==> src/rwp_consts.vh <==
// constants for the register write-protection bank
`ifndef RWP_CONSTS_VH
`define RWP_CONSTS_VH
// register indices; byte address is four times the index
`define RWP_IDX_MAIN_PROT 10'h010
`define RWP_IDX_SECOND_PROT 10'h011
`define RWP_IDX_THIRD_PROT 10'h012
`define RWP_IDX_FOURTH_PROT 10'h013
`define RWP_IDX_KEY_RELEASE 10'h014
`define RWP_IDX_BUS_TIMING 10'h01E
`define RWP_IDX_SLOT_BASE 10'h040
`define RWP_SLOT_COUNT 53
// unlock bit positions
`define RWP_BIT_CLOCK 0
`define RWP_BIT_MODE 1
`define RWP_BIT_PORT9 2
`define RWP_BIT_CM3 0
`define RWP_BIT_PORT378 0
`define RWP_BIT_VOLTAGE 1
`define RWP_BIT_WDT 0
`define RWP_BIT_DFLASH 1
// key value that opens the key-guarded registers
`define RWP_KEY_OPEN 8'hAA
// bus timing register
`define RWP_BUS_TIMING_RST 16'h0504
`define RWP_RD_WAIT_LSB 0
`define RWP_WR_WAIT_LSB 8
`define RWP_WAIT_W 5
`define RWP_SLOT_RST 8'h00
// protection groups of the slot area
`define RWP_GRP_CLOCK 4'h0
`define RWP_GRP_MODE 4'h1
`define RWP_GRP_PORT9 4'h2
`define RWP_GRP_CM3 4'h3
`define RWP_GRP_PORT378 4'h4
`define RWP_GRP_VOLTAGE 4'h5
`define RWP_GRP_WDT 4'h6
`define RWP_GRP_DFLASH 4'h7
`define RWP_GRP_KEY 4'h8
// first slot of each group, ranges are contiguous
`define RWP_SLOT_MODE 6'h04
`define RWP_SLOT_PORT9 6'h09
`define RWP_SLOT_CM3 6'h11
`define RWP_SLOT_PORT378 6'h12
`define RWP_SLOT_VOLTAGE 6'h2D
`define RWP_SLOT_WDT 6'h30
`define RWP_SLOT_DFLASH 6'h31
`define RWP_SLOT_KEY 6'h32
// axi responses
`define RWP_RESP_OKAY 2'b00
`define RWP_RESP_SLVERR 2'b10
`endif

==> src/rwp_protect_bank.v <==
// register write-protection bank with AXI4-Lite slave
//
// Chosen here: the AXI4-Lite interface to the registers.
`timescale 1ns/1ps
// Notes on behaviour
// - clock mode a/b/c and processor mode d writable only while clock_reg_unlock is 1.
// - processor mode a/c, inverter ctrl a/b, io buffer ctrl gated by mode_reg_unlock.
// - pin level ctrl a/b, port nine direction and selects 3..7 gated by port9_unlock.
// - port9_unlock clears itself on the next write to any address but the main protect register, which loads it from the data.
// - clock and mode unlock bits hold until software writes them 0.
// - second protect register guards only clock mode d.
// - port378_unlock gates direction and selects of ports 3, 7, 8 bits 0..7.
// - voltage_reg_unlock gates regulator, low voltage detect and voltage detect ctrl.
// - fourth protect register bits gate watchdog start and data flash mode.
// - clock ctrl, flash mode ctrl, bus timing, ext bus ctrl need key value AAh.
// - bus interface unit takes read and write wait states from bus timing fields.
`include "rwp_consts.vh"

module rwp_protect_bank #(
  parameter ADDR_W = 12,
  parameter SLOTS = `RWP_SLOT_COUNT
) (
  input wire clk,
  input wire rst,
  input wire [ADDR_W-1:0] s_axi_awaddr,
  input wire s_axi_awvalid,
  output wire s_axi_awready,
  input wire [31:0] s_axi_wdata,
  input wire [3:0] s_axi_wstrb,
  input wire s_axi_wvalid,
  output wire s_axi_wready,
  output wire [1:0] s_axi_bresp,
  output wire s_axi_bvalid,
  input wire s_axi_bready,
  input wire [ADDR_W-1:0] s_axi_araddr,
  input wire s_axi_arvalid,
  output wire s_axi_arready,
  output wire [31:0] s_axi_rdata,
  output wire [1:0] s_axi_rresp,
  output wire s_axi_rvalid,
  input wire s_axi_rready,
  output wire [`RWP_WAIT_W-1:0] read_wait_field,
  output wire [`RWP_WAIT_W-1:0] write_wait_field,
  output wire write_blocked
);

  reg aw_held_ff;
  reg [ADDR_W-1:0] aw_addr_ff;
  reg w_held_ff;
  reg [31:0] w_data_ff;
  reg [3:0] w_strb_ff;
  reg bvalid_ff;
  reg [1:0] bresp_ff;
  reg rvalid_ff;
  reg [1:0] rresp_ff;
  reg [31:0] rdata_ff;
  reg blocked_ff;

  reg [2:0] main_protect_reg_ff;
  reg second_protect_reg_ff;
  reg [1:0] third_protect_reg_ff;
  reg [1:0] fourth_protect_reg_ff;
  reg [7:0] key_release_reg_ff;
  reg [15:0] bus_timing_reg_ff;
  reg [7:0] slot_ff [0:SLOTS-1];

  wire do_wr;
  wire [9:0] wr_idx;
  wire [9:0] wr_slot_off;
  wire [5:0] wr_slot;
  wire wr_in_slots;
  wire [9:0] rd_idx;
  wire [9:0] rd_slot_off;
  wire [5:0] rd_slot;
  wire rd_in_slots;
  wire key_open;
  reg wr_allow;
  reg wr_mapped;
  reg rd_mapped;
  reg [31:0] rd_value;
  wire slot_wr_en;
  wire timing_wr_en;

  // map a slot to its protection group
  // groups occupy ordered ranges, so a chain of compares is enough
  function [3:0] grp_of;
    input [5:0] slot;
    begin
      if (slot < `RWP_SLOT_MODE) begin
        grp_of = `RWP_GRP_CLOCK;
      end else if (slot < `RWP_SLOT_PORT9) begin
        grp_of = `RWP_GRP_MODE;
      end else if (slot < `RWP_SLOT_CM3) begin
        grp_of = `RWP_GRP_PORT9;
      end else if (slot < `RWP_SLOT_PORT378) begin
        grp_of = `RWP_GRP_CM3;
      end else if (slot < `RWP_SLOT_VOLTAGE) begin
        grp_of = `RWP_GRP_PORT378;
      end else if (slot < `RWP_SLOT_WDT) begin
        grp_of = `RWP_GRP_VOLTAGE;
      end else if (slot < `RWP_SLOT_DFLASH) begin
        grp_of = `RWP_GRP_WDT;
      end else if (slot < `RWP_SLOT_KEY) begin
        grp_of = `RWP_GRP_DFLASH;
      end else begin
        grp_of = `RWP_GRP_KEY;
      end
    end
  endfunction

  // write channels are taken independently, then applied together
  // readies stay low while a response waits, so one write at most is in flight
  assign s_axi_awready = !aw_held_ff && !bvalid_ff;
  assign s_axi_wready = !w_held_ff && !bvalid_ff;
  assign do_wr = aw_held_ff && w_held_ff && !bvalid_ff;
  assign s_axi_bvalid = bvalid_ff;
  assign s_axi_bresp = bresp_ff;
  assign s_axi_arready = !rvalid_ff;
  assign s_axi_rvalid = rvalid_ff;
  assign s_axi_rresp = rresp_ff;
  assign s_axi_rdata = rdata_ff;
  assign write_blocked = blocked_ff;

  assign wr_idx = aw_addr_ff[11:2];
  assign wr_slot_off = wr_idx - `RWP_IDX_SLOT_BASE;
  assign wr_slot = wr_slot_off[5:0];
  assign wr_in_slots = (wr_idx >= `RWP_IDX_SLOT_BASE) && (wr_slot_off < SLOTS);
  assign rd_idx = s_axi_araddr[11:2];
  assign rd_slot_off = rd_idx - `RWP_IDX_SLOT_BASE;
  assign rd_slot = rd_slot_off[5:0];
  assign rd_in_slots = (rd_idx >= `RWP_IDX_SLOT_BASE) && (rd_slot_off < SLOTS);
  // any key but the open value locks, so one stray byte rarely unlocks the group
  assign key_open = (key_release_reg_ff == `RWP_KEY_OPEN);

  // shared enables keep the per-slot logic to a single index compare
  assign slot_wr_en = do_wr && wr_in_slots && wr_allow && w_strb_ff[0];
  // the bus timing register sits outside the slot area but shares the key
  assign timing_wr_en = do_wr && (wr_idx == `RWP_IDX_BUS_TIMING) && key_open;

  // the timing fields steer the peripheral bus adapter directly
  assign read_wait_field = bus_timing_reg_ff[`RWP_RD_WAIT_LSB +: `RWP_WAIT_W];
  assign write_wait_field = bus_timing_reg_ff[`RWP_WR_WAIT_LSB +: `RWP_WAIT_W];

  // decide whether the pending write lands
  // unmapped addresses answer slverr and store nothing, but still count as a write
  always @* begin
    wr_mapped = 1'b1;
    wr_allow = 1'b1;
    if (wr_in_slots) begin
      case (grp_of(wr_slot))
        `RWP_GRP_CLOCK: wr_allow = main_protect_reg_ff[`RWP_BIT_CLOCK];
        `RWP_GRP_MODE: wr_allow = main_protect_reg_ff[`RWP_BIT_MODE];
        `RWP_GRP_PORT9: wr_allow = main_protect_reg_ff[`RWP_BIT_PORT9];
        `RWP_GRP_CM3: wr_allow = second_protect_reg_ff;
        `RWP_GRP_PORT378: wr_allow = third_protect_reg_ff[`RWP_BIT_PORT378];
        `RWP_GRP_VOLTAGE: wr_allow = third_protect_reg_ff[`RWP_BIT_VOLTAGE];
        `RWP_GRP_WDT: wr_allow = fourth_protect_reg_ff[`RWP_BIT_WDT];
        `RWP_GRP_DFLASH: wr_allow = fourth_protect_reg_ff[`RWP_BIT_DFLASH];
        default: wr_allow = key_open;
      endcase
    end else begin
      case (wr_idx)
        `RWP_IDX_MAIN_PROT: wr_allow = 1'b1;
        `RWP_IDX_SECOND_PROT: wr_allow = 1'b1;
        `RWP_IDX_THIRD_PROT: wr_allow = 1'b1;
        `RWP_IDX_FOURTH_PROT: wr_allow = 1'b1;
        `RWP_IDX_KEY_RELEASE: wr_allow = 1'b1;
        `RWP_IDX_BUS_TIMING: wr_allow = key_open;
        default: begin
          wr_mapped = 1'b0;
          wr_allow = 1'b0;
        end
      endcase
    end
  end

  // write address and data holding, response
  always @(posedge clk) begin
    if (rst) begin
      aw_held_ff <= 1'b0;
      aw_addr_ff <= {ADDR_W{1'b0}};
      w_held_ff <= 1'b0;
      w_data_ff <= 32'h00000000;
      w_strb_ff <= 4'h0;
      bvalid_ff <= 1'b0;
      bresp_ff <= `RWP_RESP_OKAY;
      blocked_ff <= 1'b0;
    end else begin
      blocked_ff <= 1'b0;
      if (s_axi_awvalid && s_axi_awready) begin
        aw_held_ff <= 1'b1;
        aw_addr_ff <= s_axi_awaddr;
      end
      if (s_axi_wvalid && s_axi_wready) begin
        w_held_ff <= 1'b1;
        w_data_ff <= s_axi_wdata;
        w_strb_ff <= s_axi_wstrb;
      end
      if (do_wr) begin
        aw_held_ff <= 1'b0;
        w_held_ff <= 1'b0;
        bvalid_ff <= 1'b1;
        bresp_ff <= wr_mapped ? `RWP_RESP_OKAY : `RWP_RESP_SLVERR;
        // locked writes answer okay but are dropped
        blocked_ff <= wr_mapped && !wr_allow;
      end else if (bvalid_ff && s_axi_bready) begin
        bvalid_ff <= 1'b0;
      end
    end
  end

  // protect, key and bus timing registers
  always @(posedge clk) begin
    if (rst) begin
      main_protect_reg_ff <= 3'b000;
      second_protect_reg_ff <= 1'b0;
      third_protect_reg_ff <= 2'b00;
      fourth_protect_reg_ff <= 2'b00;
      key_release_reg_ff <= 8'h00;
      bus_timing_reg_ff <= `RWP_BUS_TIMING_RST;
    end else if (do_wr) begin
      // any other write, even unmapped or blocked, drops the one-shot unlock
      main_protect_reg_ff[`RWP_BIT_PORT9] <= 1'b0;
      if (w_strb_ff[0]) begin
        case (wr_idx)
          `RWP_IDX_MAIN_PROT: main_protect_reg_ff <= w_data_ff[2:0];
          `RWP_IDX_SECOND_PROT: second_protect_reg_ff <= w_data_ff[`RWP_BIT_CM3];
          `RWP_IDX_THIRD_PROT: third_protect_reg_ff <= w_data_ff[1:0];
          `RWP_IDX_FOURTH_PROT: fourth_protect_reg_ff <= w_data_ff[1:0];
          `RWP_IDX_KEY_RELEASE: key_release_reg_ff <= w_data_ff[7:0];
          default: begin
          end
        endcase
      end
      // reserved bits are stored as written; keeping them zero is left to software
      if (timing_wr_en) begin
        if (w_strb_ff[0]) begin
          bus_timing_reg_ff[7:0] <= w_data_ff[7:0];
        end
        if (w_strb_ff[1]) begin
          bus_timing_reg_ff[15:8] <= w_data_ff[15:8];
        end
      end
    end
  end

  // guarded register storage, one entry per protected register
  // copies start at zero, matching the locked state after reset
  genvar g;
  generate
    for (g = 0; g < SLOTS; g = g + 1) begin : g_slot
      always @(posedge clk) begin
        if (rst) begin
          slot_ff[g] <= `RWP_SLOT_RST;
        end else if (slot_wr_en && wr_slot == g) begin
          slot_ff[g] <= w_data_ff[7:0];
        end
      end
    end
  endgenerate

  // read decode
  always @* begin
    rd_mapped = 1'b1;
    rd_value = 32'h00000000;
    if (rd_in_slots) begin
      rd_value = {24'h000000, slot_ff[rd_slot]};
    end else begin
      case (rd_idx)
        `RWP_IDX_MAIN_PROT: rd_value = {29'h00000000, main_protect_reg_ff};
        `RWP_IDX_SECOND_PROT: rd_value = {31'h00000000, second_protect_reg_ff};
        `RWP_IDX_THIRD_PROT: rd_value = {30'h00000000, third_protect_reg_ff};
        `RWP_IDX_FOURTH_PROT: rd_value = {30'h00000000, fourth_protect_reg_ff};
        `RWP_IDX_KEY_RELEASE: rd_value = {24'h000000, key_release_reg_ff};
        `RWP_IDX_BUS_TIMING: rd_value = {16'h0000, bus_timing_reg_ff};
        default: rd_mapped = 1'b0;
      endcase
    end
  end

  // read channel, data captured when the address is taken
  // a write landing while rvalid waits shows only on the next read
  always @(posedge clk) begin
    if (rst) begin
      rvalid_ff <= 1'b0;
      rresp_ff <= `RWP_RESP_OKAY;
      rdata_ff <= 32'h00000000;
    end else if (s_axi_arvalid && !rvalid_ff) begin
      rvalid_ff <= 1'b1;
      rresp_ff <= rd_mapped ? `RWP_RESP_OKAY : `RWP_RESP_SLVERR;
      rdata_ff <= rd_value;
    end else if (rvalid_ff && s_axi_rready) begin
      rvalid_ff <= 1'b0;
    end
  end

endmodule // rwp_protect_bank

==> config.mk <==
export PLATFORM = sky130hd
export DESIGN_NAME = rwp_protect_bank
export DESIGN_NICKNAME = d
export VERILOG_FILES = /design/src/rwp_protect_bank.v
export VERILOG_INCLUDE_DIRS = /design/src /design/src/src
export SDC_FILE = /design/constraint.sdc
export NUM_CORES = 1
export LEC_CHECK = 0
export CORE_ASPECT_RATIO = 0.75
export CORE_MARGIN = 1
export CORE_UTILIZATION = 55
export CTS_CLUSTER_SIZE = 28
export DETAILED_ROUTE_END_ITERATION = 7
export DONT_BUFFER_PORTS = 1
export PLACE_DENSITY = 0.7
export SETUP_SLACK_MARGIN = 0.1
export SYNTH_ARGS = -nofsm -noshare
export SYNTH_HDL_FRONTEND = slang
export SYNTH_SLANG_ARGS = --single-unit
export TNS_END_PERCENT = 20
==> constraint.sdc <==
create_clock -name clk -period 4.6 [get_ports clk]
set_input_delay 0 -clock clk [delete_from_list [all_inputs] [get_ports clk]]
set_output_delay 0 -clock clk [all_outputs]
set_load 0.1 [all_outputs]
==> impl_metrics.csv, run 1 <==
group,metric,value,unit
grt,grt_max_degree,124,
worst_setup_path,end_kind,"register",
cells_and_area,nNetsFinal,2013,
sta,drv_slew,0,
clocking,root_buffer,"clkbuf_16",
synth,seq_area_frac_synth,61.5,%
synth,syn_inst,1906,
sta,fin_crit,3600,ps
cells_and_area,ff_latch_area,14400,um^2
synth,netlist_area,23400,um^2
clocking,cts.sinks,507,
placement,placed_area,23900,um^2
synth,synth_area_leaders,"edfxtp_1 54%, mux4_2 9.3%, dfxtp_1 7.1%",
clocking,cts_tree,"built",
sta,tightest_slew,1170,ps
synth,ys.flop_type,"edfxtp_1",
drt,drc,0,
cells_and_area,utilization,62.8,%
grt,grt-ovfl-total,0,
synth,synth.avg_cell_area,12.3,um^2
drt,wl_per_cell,26.2,um
cells_and_area,drive_above_1_share,14.6,%
worst_setup_path,worstPathCellList,"inv_1 -> nand2_1 -> nor2_1 -> a41o_1 -> dlygate4sd3_1",
sta,finalSetupTns,0,ps
grt,grt_pass1_wl,101000,um
sta,maxSlewHeadroom,22.2,%
hold_path,hold_path.class,"in -> reg",
cells_and_area,multi_input_area,7980,um^2
worst_setup_path,cp_slowest_cell,"dfxtp_1",
synth,yosys.area.top_type_share,54.4,%
clocking,cts_buffers,50,
worst_setup_path,cp.required,5080,ps
drt,firstDrtPassIters,6,
drt,drt-vias-per-instance,6.56,
power_and_ir_drop,clkPwrFrac,40.3,%
flow_run,max_cap_violations,0,
grt,track_usage,31.2,%
sta,hold_viol,0,
synth,yosysTopAreaCell,"edfxtp_1",
placement,dpl_worst_slack,1080,ps
cells_and_area,diodes,0,
power_and_ir_drop,vdd_drop_max,0.362,mV
floorplanning,initial_utilization,55.7,%
synth,synth_most_common_cell,"edfxtp_1",
drt,antenna_left,0,
clocking,hold_buffers,87,
sta,min_period_over_period,78.4,%
power_and_ir_drop,share_comb_of_total_power,8.3,%
status,status,"finished clean",
placement,post-dp-hpwl,41600,um
sta,setup_viol,0,
floorplanning,die-area,43400,um^2
floorplanning,core,42000,um^2
cells_and_area,design_area,26400,um^2
synth,synth_common_cells,"424 x edfxtp_1, 304 x nor3_1, 207 x nand2_1",
floorplanning,rows,65,
clocking,clock_latency,600,ps
cells_and_area,num-fill-cells,3201,
clocking,cts_buffer_depth,3,
sta,fin_ws,995,ps
sta,timing.fmax,277,MHz
power_and_ir_drop,switching_share,23.9,%
placement,gp_congestion,0.932,
clocking,cts_resized,0,
synth,synth_edf_count,424,
synth,synth.distinct_cells,67,
synth,async_flop_share,0,%
drt,dr.first_iter.drc_count,2682,
clocking,post_cts_buffers,0,
worst_setup_path,critPathMaxStageDelay,1010,ps
worst_setup_path,crit_buf_inv,2,
worst_setup_path,critPathLaunchType,"register",
sta,fin_skew,33.9,ps
cells_and_area,area_growth,12.7,%
power_and_ir_drop,power.leakage,8.59,nW
drt,vias,16772,
synth,yosysWarnings,0,
drt,routed_wl,66900,um
power_and_ir_drop,switching_power,2.43,mW
clocking,h-tree-depth,2,
floorplanning,fp.dieH,181,um
floorplanning,io_pins,119,
placement,io_buffers,0,
power_and_ir_drop,power.internal,7.73,mW
floorplanning,die_x,240,um
power_and_ir_drop,p_seq_share,51.4,%
sta,rsz0062_at_grt,"false",
grt,grt_pass1_vias,16114,
clocking,clk_pin_slew,70,ps
power_and_ir_drop,powerDensity,385,nW/um^2
grt,antenna_found_initial,0,
synth,synth-seq-cells,507,
worst_setup_path,path_max_fanout,18,
worst_setup_path,crit_type,"reg -> reg",
worst_setup_path,worst_path_dominant_cell_family,"buffers and inverters",
worst_setup_path,crit_arrival,4090,ps
## path summary, 6_finish.rpt
| kind | slack (ps) | end | start | depth (start not counted) |
|---|---|---|---|---|
| worst max-delay path | 1000 | s_axi_rdata[0] | s_axi_rvalid | 5 |
| worst min-delay path | 10 | w_data_ff[3] | s_axi_wvalid | 3 |
| worst max register to register | 1000 | s_axi_rdata[0] | s_axi_rvalid | 5 |
| worst min register to register | 470 | w_data_ff[14] | w_data_ff[14] | 2 |
## layout by cell type (no fill, tap or decap), drive strengths merged, types with 3 or more instances in the layout
cell type	n
a221oi	9
a211oi	10
or2	3
nand3	38
mux4	97
dlygate4sd3	86
a22oi	7
and2	5
nor2b	24
a32oi	6
nand4	10
mux2	6
mux2i	54
o211ai	8
dfxtp	83
nand2b	7
nand3b	3
o31ai	14
buf	97
edfxtp	424
clkinv	21
nor2	178
nand2	207
o21ai	56
and3	3
a21oi	74
conb	18
nor3	304
inv	8
clkbuf	64
bufinv	4
a2111oi	6
nor4	11
## worst register-to-register path: stages, from the launching register on
cell	delay (ps)
dfxtp_1	1010
inv_1	730
nand2_1	760
nor2_1	160
a41o_1	270
dlygate4sd3_1	560
## area by class of cell
class	instances	share of cell area (%)
clock inverters	28	1.00
well taps	569	2.70
inverters	7	0.0996
flip-flops and latches	507	54.5
clock buffers	64	5.14
repair buffers	183	6.29
multi-input cells	1197	30.2
## stage by stage
stage          std cells  hold WS, ps  total power, mW
4_1_cts             2555         1.76             10.1
3_3_place_gp        2376         75.1             6.03
5_1_grt             2555         28.8             10.4
6_report            2555         14.2             10.2
2_1_floorplan       1923          100             5.86
3_5_place_dp        2376         76.3             6.05
## kinds of logic (layout without fill, tap and decap cells)
| logic type | count (synthesis) | after routing | share of synthesized area [%] |
|---|---|---|---|
| AND/OR/NAND/NOR | 804 | 804 | 15.8 |
| flip-flops | 507 | 507 | 61.5 |
| buffers and inverters | 219 | 282 | 4.81 |
| AO/OA/AOI/OAI | 217 | 217 | 5.89 |
| multiplexers | 157 | 157 | 11.9 |
| other | 1 | 18 | 0.0160 |
| XOR/XNOR | 1 | 1 | 0.0374 |
## power by group through the flow
| stage | logic, mW | clock network, mW | registers [mW] |
|---|---|---|---|
| detailed placement | 0.734 | 0 | 5.32 |
| CTS | 0.817 | 4.11 | 5.22 |
| global placement | 0.724 | 0 | 5.31 |
| finish | 0.845 | 4.09 | 5.22 |
| floorplan | 0.574 | 0 | 5.29 |
| global route | 0.878 | 4.28 | 5.23 |
## registers in the layout, indices dropped and copies added, names as in the netlist, 3 cells and up
name	count
main_protect_reg_ff	3
w_data_ff	16
key_release_reg_ff	8
bus_timing_reg_ff	16
aw_addr_ff	10
s_axi_rdata	16
slot_ff	424
## routing by layer
layer / global-route usage (%) / routed length (um)
met5: 0.561 / 0
met4: 9.35 / 1860
met3: 8.46 / 9060
met2: 44.2 / 29400
met1: 46.9 / 26600
No activity file was read; power rests on OpenSTA's default activity.
==> run 2: changes to the inputs <==
==> constraint.sdc (replaced) <==
create_clock -name clk -period 3.6 [get_ports clk]
set_input_delay 0 -clock clk [delete_from_list [all_inputs] [get_ports clk]]
set_output_delay 0 -clock clk [all_outputs]
set_load 0.1 [all_outputs]
==> impl_metrics.csv, run 2 (synthesis gave the netlist of run 1 again) <==
group,metric,value,unit
floorplanning,core,42000,um^2
grt,track_usage,31.6,%
placement,gp_congestion,0.937,
cells_and_area,stdcell_count,2580,
placement,dp.cells,2407,
clocking,clk_pin_slew,60,ps
sta,finalSetupTns,0,ps
cells_and_area,mostFrequentLayoutCells,"424 x edfxtp_1, 302 x nor3_1, 206 x nand2_1",
worst_setup_path,critPathLaunchType,"register",
worst_setup_path,end_kind,"register",
power_and_ir_drop,vdd_drop_max,0.404,mV
floorplanning,rows,65,
worst_setup_path,critPathMaxStageDelay,530,ps
placement,placed_area,24100,um^2
grt,grt-ovfl-total,0,
cells_and_area,diodes,0,
sta,setup_viol,0,
sta,maxSlewHeadroom,28.7,%
floorplanning,die-area,43400,um^2
cells_and_area,drive_above_1_share,15.4,%
clocking,h-tree-depth,2,
worst_setup_path,cp_slowest_cell,"or4_1",
drt,antenna_left,0,
cells_and_area,utilization,62.8,%
hold_path,hold_path.class,"in -> reg",
power_and_ir_drop,p_total,12.4,mW
clocking,cts_tree,"built",
worst_setup_path,worst_path_dominant_cell_family,"compound AO/OA/AOI/OAI gates",
sta,drv_slew,0,
sta,hold_viol,0,
worst_setup_path,worstPathCellList,"or4_1 -> a31o_1 -> a21bo_2 -> a211oi_4 -> nand2_4 -> buf_12 -> o31ai_1 -> buf_4",
clocking,clock_latency,570,ps
placement,post-dp-hpwl,42600,um
clocking,cts_buffers,47,
worst_setup_path,path_max_fanout,18,
drt,dr.first_iter.drc_count,2489,
sta,tightest_slew,1070,ps
drt,wl_per_cell,26.5,um
cells_and_area,nNetsFinal,2043,
flow_run,max_cap_violations,0,
clocking,cts_buffer_depth,3,
drt,firstDrtPassIters,8,
cells_and_area,design_area,26400,um^2
sta,fin_skew,22.8,ps
drt,drt-vias-per-instance,6.60,
floorplanning,initial_utilization,55.7,%
clocking,post_cts_buffers,0,
worst_setup_path,crit_type,"reg -> reg",
worst_setup_path,crit_arrival,3570,ps
grt,antenna_found_initial,0,
drt,vias,17019,
grt,grt_pass1_wl,102000,um
sta,rsz0062_at_grt,"false",
cells_and_area,top_register,"slot_ff",
worst_setup_path,crit_buf_inv,2,
status,status,"finished clean",
floorplanning,fp.dieH,181,um
clocking,cts.sinks,507,
grt,grt_pass1_vias,16465,
cells_and_area,layout_commonest_cell,"edfxtp_1",
sta,timing.fmax,303,MHz
cells_and_area,largest_reg_flops,424,
power_and_ir_drop,power.leakage,8.64,nW
grt,grt_max_degree,124,
drt,routed_wl,68400,um
worst_setup_path,cp.required,3870,ps
sta,fin_crit,3300,ps
clocking,root_buffer,"clkbuf_16",
cells_and_area,area_growth,12.7,%
placement,io_buffers,0,
sta,min_period_over_period,91.7,%
floorplanning,die_x,240,um
power_and_ir_drop,powerDensity,471,nW/um^2
floorplanning,io_pins,119,
drt,drc,0,
-- run 2: cell count changes in the layout (fill, tap and decap cells not counted), sizes merged --
cell,delta
inv,-2
buf,+31
bufinv,-4
clkinvlp,+2
clkinv,-7
dlygate4sd3,+2
clkbuf,+3
-- run 2: per-stage QoR --
stage | hold slack [ps] | setup slack, ps
4_1_cts | 3.17 | 270
3_3_place_gp | 74.1 | 268
6_report | 32.0 | 300
5_1_grt | 24.5 | 149
3_5_place_dp | 76.9 | 278
2_1_floorplan | 100 | 139
-- run 2: path summary, 6_finish.rpt --
| check | startpoint | endpoint | slack (ps) | cells after the start |
|---|---|---|---|---|
| max | aw_addr_ff[3] | slot_ff[30][7] | 300 | 8 |
| min | rst | slot_ff[49][7] | 30 | 3 |
| max reg2reg | aw_addr_ff[3] | slot_ff[30][7] | 300 | 8 |
| min reg2reg | key_release_reg_ff[3] | key_release_reg_ff[3] | 480 | 2 |
-- run 2: final cells by class --
cell class / count / area (um^2)
flip-flops and latches: 507 / 14400
well taps: 569 / 712
multi-input cells: 1197 / 7990
fillers: 3132 / 15700
inverters: 7 / 26.3
clock inverters: 17 / 86.3
repair buffers: 216 / 1890
clock buffers: 67 / 1290
-- run 2: report_power, final --
part	internal [mW]	switching [mW]	leakage, nW
clock network	2.50	2.15	0.663
logic	0.407	0.702	2.92
registers	6.53	0.145	5.06
-- run 2: worst min-delay path: cells and delay by family --
kind / cells / cell delay (ps)
simple gates: 3 / 420
-- run 2: routing by layer --
layer	vias up	routed length [um]	global-route usage (%)
li1	7242	-	-
met3	180	9270	9.76
met1	8401	26300	44.9
met2	1196	30700	46.7
met4	0	2150	9.76
met5	-	0	0
-- run 2: what timing repair did --
item,CTS,global route
setup endpoints to repair,0,17
gates resized for setup,0,3
hold buffers,89,0
hold endpoints to repair,84,0
